===== config.mk =====
export PLATFORM = sky130hd
export DESIGN_NAME = ifca_bridge
export DESIGN_NICKNAME = d
export VERILOG_FILES = /design/src/verilog/ifca_pkg.sv /design/src/verilog/ifca_bridge.sv /design/src/verilog/ifca_step.sv
export VERILOG_INCLUDE_DIRS = /design/src /design/src/verilog
export SDC_FILE = /design/constraint.sdc
export NUM_CORES = 1
export LEC_CHECK = 0
export BUFFER_PORTS_ARGS = -buffer_cell sky130_fd_sc_hd__buf_4
export CORE_MARGIN = 4
export CORE_UTILIZATION = 50
export CTS_CLUSTER_DIAMETER = 30
export DETAILED_ROUTE_END_ITERATION = 16
export PLACE_DENSITY = 0.77
export SLEW_MARGIN = 10
export SYNTH_ARGS = -nofsm -noshare
export SYNTH_HDL_FRONTEND = slang
export SYNTH_HIERARCHICAL = 1
export SYNTH_SLANG_ARGS = --single-unit

===== constraint.sdc =====
create_clock -name pclk -period 2.1 [get_ports pclk]
set_input_delay 0.525 -clock pclk [delete_from_list [all_inputs] [get_ports pclk]]
set_output_delay 0.525 -clock pclk [all_outputs]
set_load 0.01 [all_outputs]

===== src/verilog/ifca_defines.svh =====
// constants for the indirect fabric register bridge
`ifndef IFCA_DEFINES_SVH
`define IFCA_DEFINES_SVH
`define IFCA_DATA_OFFSET   12'h1ac
`define IFCA_CMD_OFFSET    12'h1b0
`define IFCA_DATA_RESET    32'h00000000
`define IFCA_PEND_BIT      31
`define IFCA_DIR_BIT       30
`define IFCA_INC_BIT       29
`define IFCA_DEC_BIT       28
`define IFCA_MASK_HI       19
`define IFCA_MASK_LO       16
`define IFCA_IDX_HI        15
`define IFCA_IDX_LO        0
`define IFCA_DIR_WRITE     1'b0
`define IFCA_DIR_READ      1'b1
`endif


===== src/verilog/ifca_pkg.sv =====
// types for the indirect fabric register bridge
package ifca_pkg;
   typedef logic [15:0] ifca_index_t;
   typedef logic [3:0]  ifca_lane_t;
   typedef enum logic [2:0]
   {
      IFCA_IDLE  = 3'b001,
      IFCA_ISSUE = 3'b010,
      IFCA_WAIT  = 3'b100
   } ifca_state_e;
endpackage


===== src/verilog/ifca_bridge.sv =====
// apb slave that bridges host accesses to the fabric register space
//
// Implementation choice: the APB interface to the registers.
`timescale 1ns/1ps
`include "ifca_defines.svh"
// Function
// - data register carries the word written to or read from the fabric
// - each transfer targets the register named by the 16-bit index
// - in read direction, data register reads return fetched fabric value
// - in write direction, data register reads return last host write made while not pending
// - writing one to bit 31 launches one transfer with current index
// - pending flag holds during a transfer, self-clears, resets to zero
// - for reads, pending clears only once fabric data is captured
// - bit 30 chooses direction, zero write, one read, reset zero
// - with increment on, a data register write starts a write transfer
// - with increment on, index steps up after each auto write completes
// - with increment on, data register read steps index and starts fetch
// - increment wins when both increment and decrement are set
// - bit 28 enables decrement, mirroring increment with index down
// - bits 19:16 are a byte-lane mask for writes to the fabric
// - the index sits in bits 15:0, read-write, reset zero
module ifca_bridge
   import ifca_pkg::*;
(
   input  wire logic                  pclk,
   input  wire logic                  presetn,
   input  wire logic                  psel,
   input  wire logic                  penable,
   input  wire logic                  pwrite,
   input  wire logic [11:0]           paddr,
   input  wire logic [31:0]           pwdata,
   output      logic [31:0]           prdata,
   output      logic                  pready,
   output      logic                  pslverr,
   output      logic                  fab_req,
   output      logic                  fab_write,
   output      ifca_pkg::ifca_index_t fab_index,
   output      logic [31:0]           fab_wdata,
   output      ifca_pkg::ifca_lane_t  fab_lane_mask,
   input  wire logic                  fab_ack,
   input  wire logic [31:0]           fab_rdata
);
   import ifca_pkg::*;

   // host-visible register state
   logic [31:0]  wr_word_ff;
   logic [31:0]  rd_word_ff;
   logic         pend_ff;
   logic         dir_ff;
   logic         inc_ff;
   logic         dec_ff;
   ifca_lane_t   mask_ff;
   ifca_index_t  idx_ff;
   // transfer tracking
   logic         auto_wr_ff;
   logic         auto_rd_ff;
   ifca_state_e  state_ff;
   // apb answer flops
   logic         prdy_ff;
   logic         perr_ff;
   logic [31:0]  prdata_ff;
   // fabric request flops
   logic         req_ff;
   logic         fwr_ff;
   ifca_index_t  fidx_ff;
   logic [31:0]  fwd_ff;
   ifca_lane_t   fmask_ff;
   ifca_index_t  nxt_idx;

   // decoded strobes
   logic setup;
   logic acc;
   logic hit_data;
   logic hit_cmd;
   logic data_wr;
   logic data_rd;
   logic cmd_wr;
   logic auto_on;
   logic start_cmd;
   logic start_auto_wr;
   logic start_auto_rd;
   logic start;
   logic done;

   // address decode, shared by the handshake, read mux and write strobes
   function automatic logic ifca_is_data(input logic [11:0] addr);
      return addr == `IFCA_DATA_OFFSET;
   endfunction

   function automatic logic ifca_is_cmd(input logic [11:0] addr);
      return addr == `IFCA_CMD_OFFSET;
   endfunction

   // command read-back image; reserved bits 27:20 always read as zero
   function automatic logic [31:0] ifca_cmd_image
   (
      input logic                  pend,
      input logic                  dir,
      input logic                  inc,
      input logic                  dec,
      input ifca_pkg::ifca_lane_t  mask,
      input ifca_pkg::ifca_index_t idx
   );
      return {pend, dir, inc, dec, 8'h00, mask, idx};
   endfunction

   // the apb answer is given one cycle after the setup phase
   assign setup    = psel && !penable;
   assign acc      = psel && penable && prdy_ff;
   assign hit_data = ifca_is_data(paddr);
   assign hit_cmd  = ifca_is_cmd(paddr);
   assign data_wr  = acc && pwrite && hit_data;
   assign data_rd  = acc && !pwrite && hit_data;
   assign cmd_wr   = acc && pwrite && hit_cmd;
   assign auto_on  = inc_ff || dec_ff;

   // start sources; all are blocked while a transfer is pending
   assign start_cmd     = cmd_wr && pwdata[`IFCA_PEND_BIT] && !pend_ff;
   assign start_auto_wr = data_wr && auto_on && !pend_ff;
   assign start_auto_rd = data_rd && auto_on && !pend_ff;
   assign start         = start_cmd || start_auto_wr || start_auto_rd;
   assign done          = (state_ff == IFCA_WAIT) && fab_ack;

   // index stepper shared by auto write completion and auto read
   ifca_step u_step
   (
      .index_in  (idx_ff),
      .inc_en    (inc_ff),
      .dec_en    (dec_ff),
      .index_out (nxt_idx)
   );

   // apb handshake flops; registered pready is high in the first access cycle, so there is no wait state
   // pslverr is raised only for addresses outside the two registers
   always_ff @(posedge pclk or negedge presetn)
   begin
      if (!presetn)
      begin
         prdy_ff <= 1'b0;
         perr_ff <= 1'b0;
      end
      else
      begin
         prdy_ff <= setup;
         perr_ff <= setup && !(hit_data || hit_cmd);
      end
   end

   // read data mux, captured during setup for a registered prdata
   always_ff @(posedge pclk or negedge presetn)
   begin
      if (!presetn)
         prdata_ff <= 32'h00000000;
      else if (setup && !pwrite)
      begin
         if (hit_data)
            // direction picks fetched word or last host write
            prdata_ff <= dir_ff ? rd_word_ff : wr_word_ff;
         else if (hit_cmd)
            prdata_ff <= ifca_cmd_image(pend_ff, dir_ff, inc_ff, dec_ff,
                                        mask_ff, idx_ff);
         else
            prdata_ff <= 32'h00000000;
      end
   end

   // host-written data word
   always_ff @(posedge pclk or negedge presetn)
   begin
      if (!presetn)
         wr_word_ff <= `IFCA_DATA_RESET;
      else if (data_wr && !pend_ff)
         wr_word_ff <= pwdata;
   end

   // word fetched from the fabric; host writes never touch it, so a
   // fetched value is readable again once the direction bit is set back to read
   always_ff @(posedge pclk or negedge presetn)
   begin
      if (!presetn)
         rd_word_ff <= `IFCA_DATA_RESET;
      else if (done && !fwr_ff)
         rd_word_ff <= fab_rdata;
   end

   // command fields; writes while pending are dropped to protect the transfer
   always_ff @(posedge pclk or negedge presetn)
   begin
      if (!presetn)
      begin
         dir_ff  <= `IFCA_DIR_WRITE;
         inc_ff  <= 1'b0;
         dec_ff  <= 1'b0;
         mask_ff <= 4'h0;
      end
      else if (cmd_wr && !pend_ff)
      begin
         dir_ff  <= pwdata[`IFCA_DIR_BIT];
         inc_ff  <= pwdata[`IFCA_INC_BIT];
         dec_ff  <= pwdata[`IFCA_DEC_BIT];
         mask_ff <= pwdata[`IFCA_MASK_HI:`IFCA_MASK_LO];
      end
   end

   // index: host write, step after auto write, step before auto read
   // a command write made while not pending reloads the index, even with a step mode on
   always_ff @(posedge pclk or negedge presetn)
   begin
      if (!presetn)
         idx_ff <= 16'h0000;
      else if (cmd_wr && !pend_ff)
         idx_ff <= pwdata[`IFCA_IDX_HI:`IFCA_IDX_LO];
      else if (start_auto_rd)
         idx_ff <= nxt_idx;
      else if (done && auto_wr_ff)
         idx_ff <= nxt_idx;
   end

   // pending flag; start and completion cannot coincide since start needs idle
   always_ff @(posedge pclk or negedge presetn)
   begin
      // the auto flags record which kind of start raised pending
      if (!presetn)
      begin
         pend_ff    <= 1'b0;
         auto_wr_ff <= 1'b0;
         auto_rd_ff <= 1'b0;
      end
      else if (start)
      begin
         pend_ff    <= 1'b1;
         auto_wr_ff <= start_auto_wr;
         auto_rd_ff <= start_auto_rd;
      end
      else if (done)
      begin
         pend_ff    <= 1'b0;
         auto_wr_ff <= 1'b0;
         auto_rd_ff <= 1'b0;
      end
   end

   // transfer sequencer toward the fabric
   // the issue cycle lets the index step of an auto read settle first
   always_ff @(posedge pclk or negedge presetn)
   begin
      if (!presetn)
         state_ff <= IFCA_IDLE;
      else
      begin
         unique case (state_ff)
            IFCA_IDLE:
               if (start)
                  state_ff <= IFCA_ISSUE;
            IFCA_ISSUE:
               state_ff <= IFCA_WAIT;
            IFCA_WAIT:
               if (fab_ack)
                  state_ff <= IFCA_IDLE;
            default:
               state_ff <= IFCA_IDLE;
         endcase
      end
   end

   // fabric request; fields latched at issue so they stay stable until ack
   always_ff @(posedge pclk or negedge presetn)
   begin
      if (!presetn)
      begin
         req_ff   <= 1'b0;
         fwr_ff   <= 1'b0;
         fidx_ff  <= 16'h0000;
         fwd_ff   <= 32'h00000000;
         fmask_ff <= 4'h0;
      end
      else if (state_ff == IFCA_ISSUE)
      begin
         req_ff   <= 1'b1;
         // auto writes always write and auto reads always fetch,
         // whatever the direction bit says
         fwr_ff   <= auto_wr_ff ||
                     (!auto_rd_ff && dir_ff == `IFCA_DIR_WRITE);
         fidx_ff  <= idx_ff;
         fwd_ff   <= wr_word_ff;
         fmask_ff <= mask_ff;
      end
      else if (done)
         req_ff <= 1'b0;
   end

   // every output is a flop; no logic sits between flop and pin
   assign prdata        = prdata_ff;
   assign pready        = prdy_ff;
   assign pslverr       = perr_ff;
   assign fab_req       = req_ff;
   assign fab_write     = fwr_ff;
   assign fab_index     = fidx_ff;
   assign fab_wdata     = fwd_ff;
   assign fab_lane_mask = fmask_ff;
endmodule // ifca_bridge


===== src/verilog/ifca_step.sv =====
// index stepper used for auto increment and auto decrement
`timescale 1ns/1ps
module ifca_step
   import ifca_pkg::*;
(
   input  wire ifca_pkg::ifca_index_t index_in,
   input  wire logic                  inc_en,
   input  wire logic                  dec_en,
   output      ifca_pkg::ifca_index_t index_out
);
   import ifca_pkg::*;

   // increment wins when both are set
   always_comb
   begin
      if (inc_en)
         index_out = index_in + 16'h0001;
      else if (dec_en)
         index_out = index_in - 16'h0001;
      else
         index_out = index_in;
   end
endmodule // ifca_step


Yosys cells after proc, flatten, opt, wreduce, memory -nomap -nowiden
Cells that the tools add are included.

Output and inout bits: 88. Register bits after elaboration: 181.

Bitwise operators: 1. Equal/unequal tests: 7. Multiplexer cells: 16. Add/subtract/negate cells: 2. Reductions and logical operators: 37.

Operator list (count): $mux W32 (3); $mux W16 (5); $eq A12 B9 Y1 const B (2); $logic_and A1 B1 Y1 (22); $add A16 B1 Y16 const B (1); $sub A16 B1 Y16 const B (1); $pmux W3 S3 (1); $logic_not A1 Y1 (6); $mux W3 (2); $logic_or A1 B1 Y1 (5); $mux W1 (5); $ne A2 B2 Y1 const B (2); $reduce_bool A2 Y1 (2); $eq A3 B1 Y1 const B (1); $eq A3 B2 Y1 const B (1); $eq A3 B3 Y1 const B (1); $reduce_bool A3 Y1 (1); $reduce_and A2 Y1 (1); $not A1 Y1 (1).

Logic depth before layout (Yosys ltp)
Gate-level depths: netlist of the first run.

Depth in word-level cells: 10. Gate-level depth with buffers: 8. Depth with buffers taken out: 8.

By module
The synthesis of the first run kept the hierarchy.

Modules (own cells, without submodules): ifca_bridge (area an instance 7646.1 um^2, sequential area each 4530.6 um^2, cells an instance 575, times used 1); ifca_step (area an instance 541.8 um^2, sequential area each 0.0 um^2, cells an instance 84, times used 1).

Least setup slack after synthesis of the first run
No wires, ideal clock.

Path kind: in2reg. From: input port paddr[1]. To: register wr_word_ff[0]. Arrival: 2218 ps. Stages: 6. Buffers on the path: 2. Data required time: 1975 ps. Path slack: -243 ps. Path through: or4b_1 or3_1 buf_6 nor2_8 buf_12 mux2_4.

Word-level cells in the longest chain between the ends: 3.

Ends and longest elaborated chain: start, declared (RTL line ifca_bridge.sv:30) `input wire logic [11:0] paddr,`; $eq A12 B9 Y1 (no line); $logic_and A1 B1 Y1 (RTL line ifca_bridge.sv:112) `assign data_wr = acc && pwrite && hit_data;`; $logic_and A1 B1 Y1 (RTL line ifca_bridge.sv:172) `else if (data_wr && !pend_ff)`; end signal, assigned (RTL line ifca_bridge.sv:171) `` wr_word_ff <= `IFCA_DATA_RESET; ``; end signal, assigned (RTL line ifca_bridge.sv:173) `wr_word_ff <= pwdata;`; end, declared (RTL line ifca_bridge.sv:46) `logic [31:0] wr_word_ff;`.

Every way passes these cells. A chain may end at the register's enable or synchronous reset.

Worst setup path after layout of the first run
From: register idx_ff[3]. To: register idx_ff[15].

Word-level cells in the longest chain between the ends: 6. Elaborated cells between the ends (all ways): 7. Those cells by class: add/sub: 2; mux: 5.

Ends and longest elaborated chain: start, declared (RTL line ifca_bridge.sv:53) `ifca_index_t idx_ff;`; start signal, assigned (RTL line ifca_bridge.sv:212) `` idx_ff <= pwdata[`IFCA_IDX_HI:`IFCA_IDX_LO]; ``; start signal, assigned (RTL line ifca_bridge.sv:214) `idx_ff <= nxt_idx;`; start signal, assigned (RTL line ifca_bridge.sv:216) `idx_ff <= nxt_idx;`; $sub A16 B1 Y16 (RTL line ifca_step.sv:19) `index_out = index_in - 16'h0001;`; $mux W16 (RTL line ifca_step.sv:18) `else if (dec_en)`; $mux W16 (*) (RTL line ifca_step.sv:16) `if (inc_en)`; net nxt_idx[15] (RTL line ifca_bridge.sv:68) `ifca_index_t nxt_idx;`; $mux W16 (RTL line ifca_bridge.sv:215) `else if (done && auto_wr_ff)`; $mux W16 (*) (RTL line ifca_bridge.sv:213) `else if (start_auto_rd)`; $mux W16 (*) (RTL line ifca_bridge.sv:211) `else if (cmd_wr && !pend_ff)`.

The timed path passes the listed nets; every way through them passes the cells marked *. The select of a mux whose other input is x is not followed.

==> results of run 1 <==
worst max-delay path: stages, from the launching register on:
cell      delay [ns]
dfrtp_1         0.39
or4_4           0.55
or3_4           0.43
a221oi_4        0.29
xor2_1          0.17
mux2i_1         0.08
a21oi_1         0.13
metrics by stage:
stage / hold slack [ns] / instances
6_report: 0.0137 / 1085
5_1_grt: 0.0246 / 1085
4_1_cts: 0.0182 / 1083
3_5_place_dp: 0.476 / 1050
3_3_place_gp: 0.462 / 1050
2_1_floorplan: 0.229 / 659
path summary, 6_finish.rpt:
kind | from | endpoint | slack, ns | cells past startpoint
max | idx_ff[3]$_DFFE_PN0P_ | idx_ff[15]$_DFFE_PN0P_ | -0.02 | 6
min | presetn | fab_wdata[7]$_DFFE_PN0P_ | 0.01 | 1
max reg2reg | idx_ff[3]$_DFFE_PN0P_ | idx_ff[15]$_DFFE_PN0P_ | -0.02 | 6
min reg2reg | prdata[18]$_DFFE_PN0P_ | prdata[18]$_DFFE_PN0P_ | 0.49 | 2
max in group asynchronous | presetn | fab_wdata[19]$_DFFE_PN0P_ | 1.46 | 2
min in group pclk | penable | pready$_DFF_PN0_ | 0.28 | 2
power breakdown:
group	switching (mW)	internal (mW)	leakage, nW
Sequential	0.00129	3.49	2.52
Clock	1.46	1.68	0.278
Combinational	0.127	0.123	2.56
cell type report:
cell class	count	area share, %
Inverter	4	0.140
Clock buffer	17	3.97
Multi-Input combinational cell	437	33.1
Sequential cell	181	42.3
Clock inverter	15	1.46
Timing Repair Buffer	215	16.6
Tap cell	216	2.52
state kept, by name, indices dropped and copies added (netlist names), 3 cells and up:
signal         flops
state_ff           3
fab_index         16
idx_ff            16
rd_word_ff        32
fab_lane_mask      4
prdata            32
wr_word_ff        32
fab_wdata         32
mask_ff            4
per-layer routing:
metal	global-route usage [%]	vias to the layer above
li1	-	2726
met1	29.1	2946
met2	38.1	166
met3	4.77	34
met4	6.89	0
met5	0	-
cells by family (layout without fill, tap and decap cells):
family / count (synthesis) / count (layout) / synth area share, %
flip-flops: 181 / 181 / 55.3
adder cells (fa/ha/maj): 2 / 2 / 0.306
XOR/XNOR: 15 / 15 / 1.60
AO/OA/AOI/OAI: 91 / 91 / 6.40
AND/OR/NAND/NOR: 158 / 158 / 9.51
buffers and inverters: 41 / 251 / 2.69
multiplexers: 171 / 171 / 24.2
synth_stat cells, types with 2 or more instances:
library cell,count,area share (%)
a21oi_1,42,2.6
a221oi_2,2,0.37
and3_1,2,0.15
buf_1,3,0.14
buf_12,3,0.73
buf_2,5,0.31
clkbuf_1,24,1.1
dfrtp_1,180,55
ha_1,2,0.31
inv_1,4,0.18
mux2_2,93,13
mux2_4,30,5.5
mux2i_1,48,5.9
nand2_1,51,2.3
nand3_1,10,0.61
nand4_1,2,0.15
nor2_1,58,2.7
nor2b_1,2,0.15
nor3_1,4,0.24
nor4_1,3,0.23
nor4b_1,3,0.32
o21ai_0,29,1.8
o22ai_1,3,0.23
o31ai_1,9,0.83
or2_2,2,0.15
or3_1,5,0.38
or4b_4,2,0.34
xnor2_1,6,0.64
xor2_1,9,0.96
what timing repair did:
action                     in CTS  in global routing
buffers inserted                1                  3
setup endpoints to repair      14                  9
resized for setup               3                 10
pin swaps                       7                 11
==> qor.csv, run 1 <==
metric,value,unit
outcome,"finished, violations left",
failing checks,negative setup slack,
Via-to-Cell Ratio,5.41,
detailed placement HPWL,14.5,mm
# hold bufs at CTS,0,
initial antenna violation count,0,
Root Buffer,clkbuf_16,
setup_tns,-0.0156,ns
sequential-to-total area share from yosys stat,55.3,%
endpoints failing setup,1,
final core utilization,67.3,%
PwrDens,641,mW/mm2
fin crit share,101,%
final-report max-slew violation count,0,
max_slew headroom,68.7,%
vias in the first global route,6169,
crit path time final,2.12,ns
Vias,5872,
Ant. Diodes,0,
cts bufs inserted,17,
Hold WC Path Type,input port to asynchronous set/reset pin,
Syn Area/Cell,12.4,um2
layout cells sized above 1,45.8,%
H-tree levels,4,
"Clk Latency, worst-skew pair",0.43,ns
Mapped Nets,743,
I/O Buffers,169,
grt total ovfl,0,
fillcell total,1199,
Max IR drop VDD,0.561,mV
Synth Register Bits,181,
gpl congestion,0.859,
final WL,20.3,mm
pre-CTS WS,-0.469,ns
Yosys cell types,52,
post-synthesis cell area,0.00819,mm2
"most common cell after layout, fill and taps aside",buf_4,
initial core utilization,51.4,%
Area Overhead vs Synth,31.0,%
Final Hold Viols,0,
asr flop ratio synth,100,%
Clock transition at path regs,0.07,ns
DRT iter0 DRCs,327,
critical path class,flop to flop,
Final ANT Viol Nets,0,
clock sinks,181,
Die Y,136,um
Leakage,5.36,nW
clock skew,0.0103,ns
WL met3,1.00,mm
site row count,46,
multi-input logic area,0.00355,mm2
critical path arrival,2.47,ns
largest net degree at the start of global routing,54,
Max Fclk,473,MHz
Yosys warning count,6,
Worst setup SP type,flop,
Critical Path RT,2.46,ns
CP Max Fanout,5,
Post-synth top flop,dfrtp_1,
"Cell Area, Placed",0.0100,mm2
Global Route Usage Sum,22.5,%
worst slew pin tran,0.470,ns
worst-case clock buffer depth,2,
"commonest non-fill, non-tap cells in the layout","200 x buf_4, 179 x dfrtp_1, 93 x mux2_2",
Layout Nets,940,
Post-synth EDFFs,0,
unrepaired setup endpoints after global routing,yes,
met2 routed WL,10.3,mm
Die ar.,0.0185,mm2
Die X-Extent,136,um
drt pass-1 iters,6,
# DRC,0,
maxcap violations,0,
global-route wire length before repair,32.2,mm
met1 WL,8.60,mm
Core Area,0.0159,mm2
sequential cell area,0.00453,mm2
DR top layer,met4,
WL/cell,18.7,um
final worst setup slack,-0.0156,ns
I/O Pins,170,
"Design Area, Final",0.0107,mm2
Pwr Total,6.88,mW
Post-Syn Instances,659,
Worst Setup End Kind,flop,
CTS tree,yes,
Power figures use the tool's default switching activity.
==> inputs of run 2 (changes only) <==
==> constraint.sdc (replaced) <==
create_clock -name pclk -period 2.1 [get_ports pclk]
set_input_delay 0.21 -clock pclk [delete_from_list [all_inputs] [get_ports pclk]]
set_output_delay 0.21 -clock pclk [all_outputs]
set_load 0.01 [all_outputs]
==> qor.csv, run 2 (synthesized netlist as in run 1, its figures left out) <==
metric,value,unit,change
outcome,"finished, violations left",,
failing checks,negative setup slack,,
WP buf/inv,0,,unchanged
CTS tree,yes,,
final-report max-slew violation count,0,,unchanged
Pwr Total,6.65,mW,-3.3%
Vias,5876,,+0.068%
Global Route Usage Sum,22.5,%,about the same
Final Hold Viols,0,,unchanged
final worst setup slack,-0.00150,ns,+0.0141 ns
GRT met1 Usage,28.5,%,-0.56 points
clock skew,0.00970,ns,-0.000623 ns
Root Buffer,clkbuf_16,,
initial antenna violation count,0,,unchanged
DRT iter0 DRCs,365,,+12%
Via-to-Cell Ratio,5.46,,+0.91%
Leakage,5.28,nW,-1.5%
# DRC,0,,unchanged
layout cells sized above 1,43.8,%,-2.0 points
Final ANT Viol Nets,0,,unchanged
largest net degree at the start of global routing,59,,+9.3%
WL/cell,19.2,um,+2.5%
H-tree levels,4,,unchanged
Worst setup SP type,flop,,
grt total ovfl,0,,unchanged
"most common cell after layout, fill and taps aside",buf_4,,
Hold WC Path Type,input port to flop,,
Layout Nets,931,,-0.96%
Area Overhead vs Synth,28.8,%,
gpl congestion,0.863,,+0.38%
Max IR drop VDD,0.524,mV,-6.6%
initial core utilization,51.4,%,unchanged
gr busiest metal,met2,,
met2 Track Usage GR,38.7,%,+0.61 points
clock sinks,181,,unchanged
critical path arrival,2.44,ns,-0.03 ns
CP Max Fanout,5,,unchanged
M3 GR Usage,4.26,%,-0.52 points
Max Fclk,476,MHz,+0.67%
CP max stage delay,0.54,ns,about the same
cells along the critical path,or4_4 > or3_4 > a221oi_4 > xor2_1 > mux2i_1 > a21oi_1,,
I/O Pins,170,,unchanged
fin crit share,100,%,-0.67 points
global-route wire length before repair,32.5,mm,+0.86%
Setup Buffers After CTS,0,,-1
unrepaired setup endpoints after global routing,yes,,
"Clk Latency, worst-skew pair",0.42,ns,about the same
final core utilization,66.2,%,-1.1 points
PwrDens,630,mW/mm2,-1.8%
Critical Path RT,2.44,ns,-0.02 ns
Die X-Extent,136,um,unchanged
site row count,46,,unchanged
endpoints failing setup,2,,+1
worst slew pin tran,0.495,ns,+0.0247 ns
Worst Setup End Kind,flop,,
drt pass-1 iters,5,,-1
"commonest non-fill, non-tap cells in the layout","190 x buf_4, 179 x dfrtp_1, 93 x mux2_2",,
maxcap violations,0,,unchanged
critical path class,flop to flop,,
Core Area,0.0159,mm2,unchanged
Die Y,136,um,unchanged
max_slew headroom,67.0,%,-1.6 points
Worst path slowest cell,or4_4,,
Clock transition at path regs,0.07,ns,about the same
I/O Buffers,169,,unchanged
detailed placement HPWL,14.4,mm,-1.1%
Die ar.,0.0185,mm2,unchanged
"CP delay by family, top",simple AND/OR/NAND/NOR gates,,
vias in the first global route,6204,,+0.57%
crit path time final,2.10,ns,-0.0141 ns
cts bufs inserted,17,,unchanged
worst-case clock buffer depth,2,,unchanged
Ant. Diodes,0,,unchanged
final WL,20.6,mm,+1.7%
-- run 2: changes by cell type in the layout (fill, tap and decap cells not counted), sizes merged --
cell,previous run,this run
inv,13,7
clkinvlp,3,4
buf,215,201
dlygate4sd3,0,5
clkinv,2,4
bufinv,1,0
clkbuf,17,21
-- run 2: per-layer routing --
layer	part of all wire [%]	vias up
met1	42	2958
met5	0	-
met2	51	180
met4	2.1	0
li1	-	2706
met3	4.6	32
-- run 2: where the power goes --
| part | internal, mW | switching [mW] |
|---|---|---|
| clock | 1.58 | 1.32 |
| combinational | 0.125 | 0.129 |
| sequential | 3.49 | 0.00124 |
-- run 2: what timing repair did --
item                                    4_1_cts  5_1_grt
hold buffers                                  2        3
pin swaps                                     2        3
gates cloned                                  0        0
hold endpoints to repair                     44        3
gates resized for setup                       3        3
endpoints found under the setup margin        4        6
-- run 2: worst paths after layout --
| path | start | to | slack, ns | cells past startpoint |
|---|---|---|---|---|
| max in group asynchronous | presetn | fab_wdata[18]$_DFFE_PN0P_ | 1.03 | 3 |
| worst min register to register | prdata[27]$_DFFE_PN0P_ | prdata[27]$_DFFE_PN0P_ | 0.48 | 2 |
| worst max-delay path | idx_ff[5]$_DFFE_PN0P_ | idx_ff[15]$_DFFE_PN0P_ | -0.002 | 6 |
| min in group asynchronous | presetn | rd_word_ff[7]$_DFFE_PN0P_ | 0.27 | 2 |
| worst max register to register | idx_ff[5]$_DFFE_PN0P_ | idx_ff[15]$_DFFE_PN0P_ | -0.002 | 6 |
| worst min-delay path | fab_rdata[7] | rd_word_ff[7]$_DFFE_PN0P_ | 0.02 | 2 |
-- run 2: layout make-up --
| type | count | area (um2) |
|---|---|---|
| tap | 216 | 270 |
| sequential | 181 | 4530 |
| fill | 1191 | 5390 |
| clock inverter | 11 | 76.3 |
| multi-input combinational | 437 | 3510 |
| clock buffer | 21 | 460 |
| timing repair buffer | 206 | 1690 |
| inverter | 4 | 15.0 |
-- run 2: metrics by stage --
stage                     setup slack (ns)   TNS, ns  area (um2)  cells  hold WS, ns
after floorplan                    0.00735         0        8190    659      -0.0856
after global placement             -0.0823     -1.58        9920   1039        0.164
after detailed placement            -0.102     -2.36        9920   1039        0.169
after CTS                         -0.00331  -0.00331       10500   1073     0.000157
after global routing               -0.0802    -0.218       10500   1076      0.00308
final                             -0.00150  -0.00164       10500   1076       0.0191
-- run 2: worst reg2reg max path, cell delays in order (launching register included) --
cell      delay [ns]
dfrtp_1         0.38
or4_4           0.54
or3_4           0.43
a221oi_4        0.29
xor2_1          0.16
mux2i_1         0.08
a21oi_1         0.14
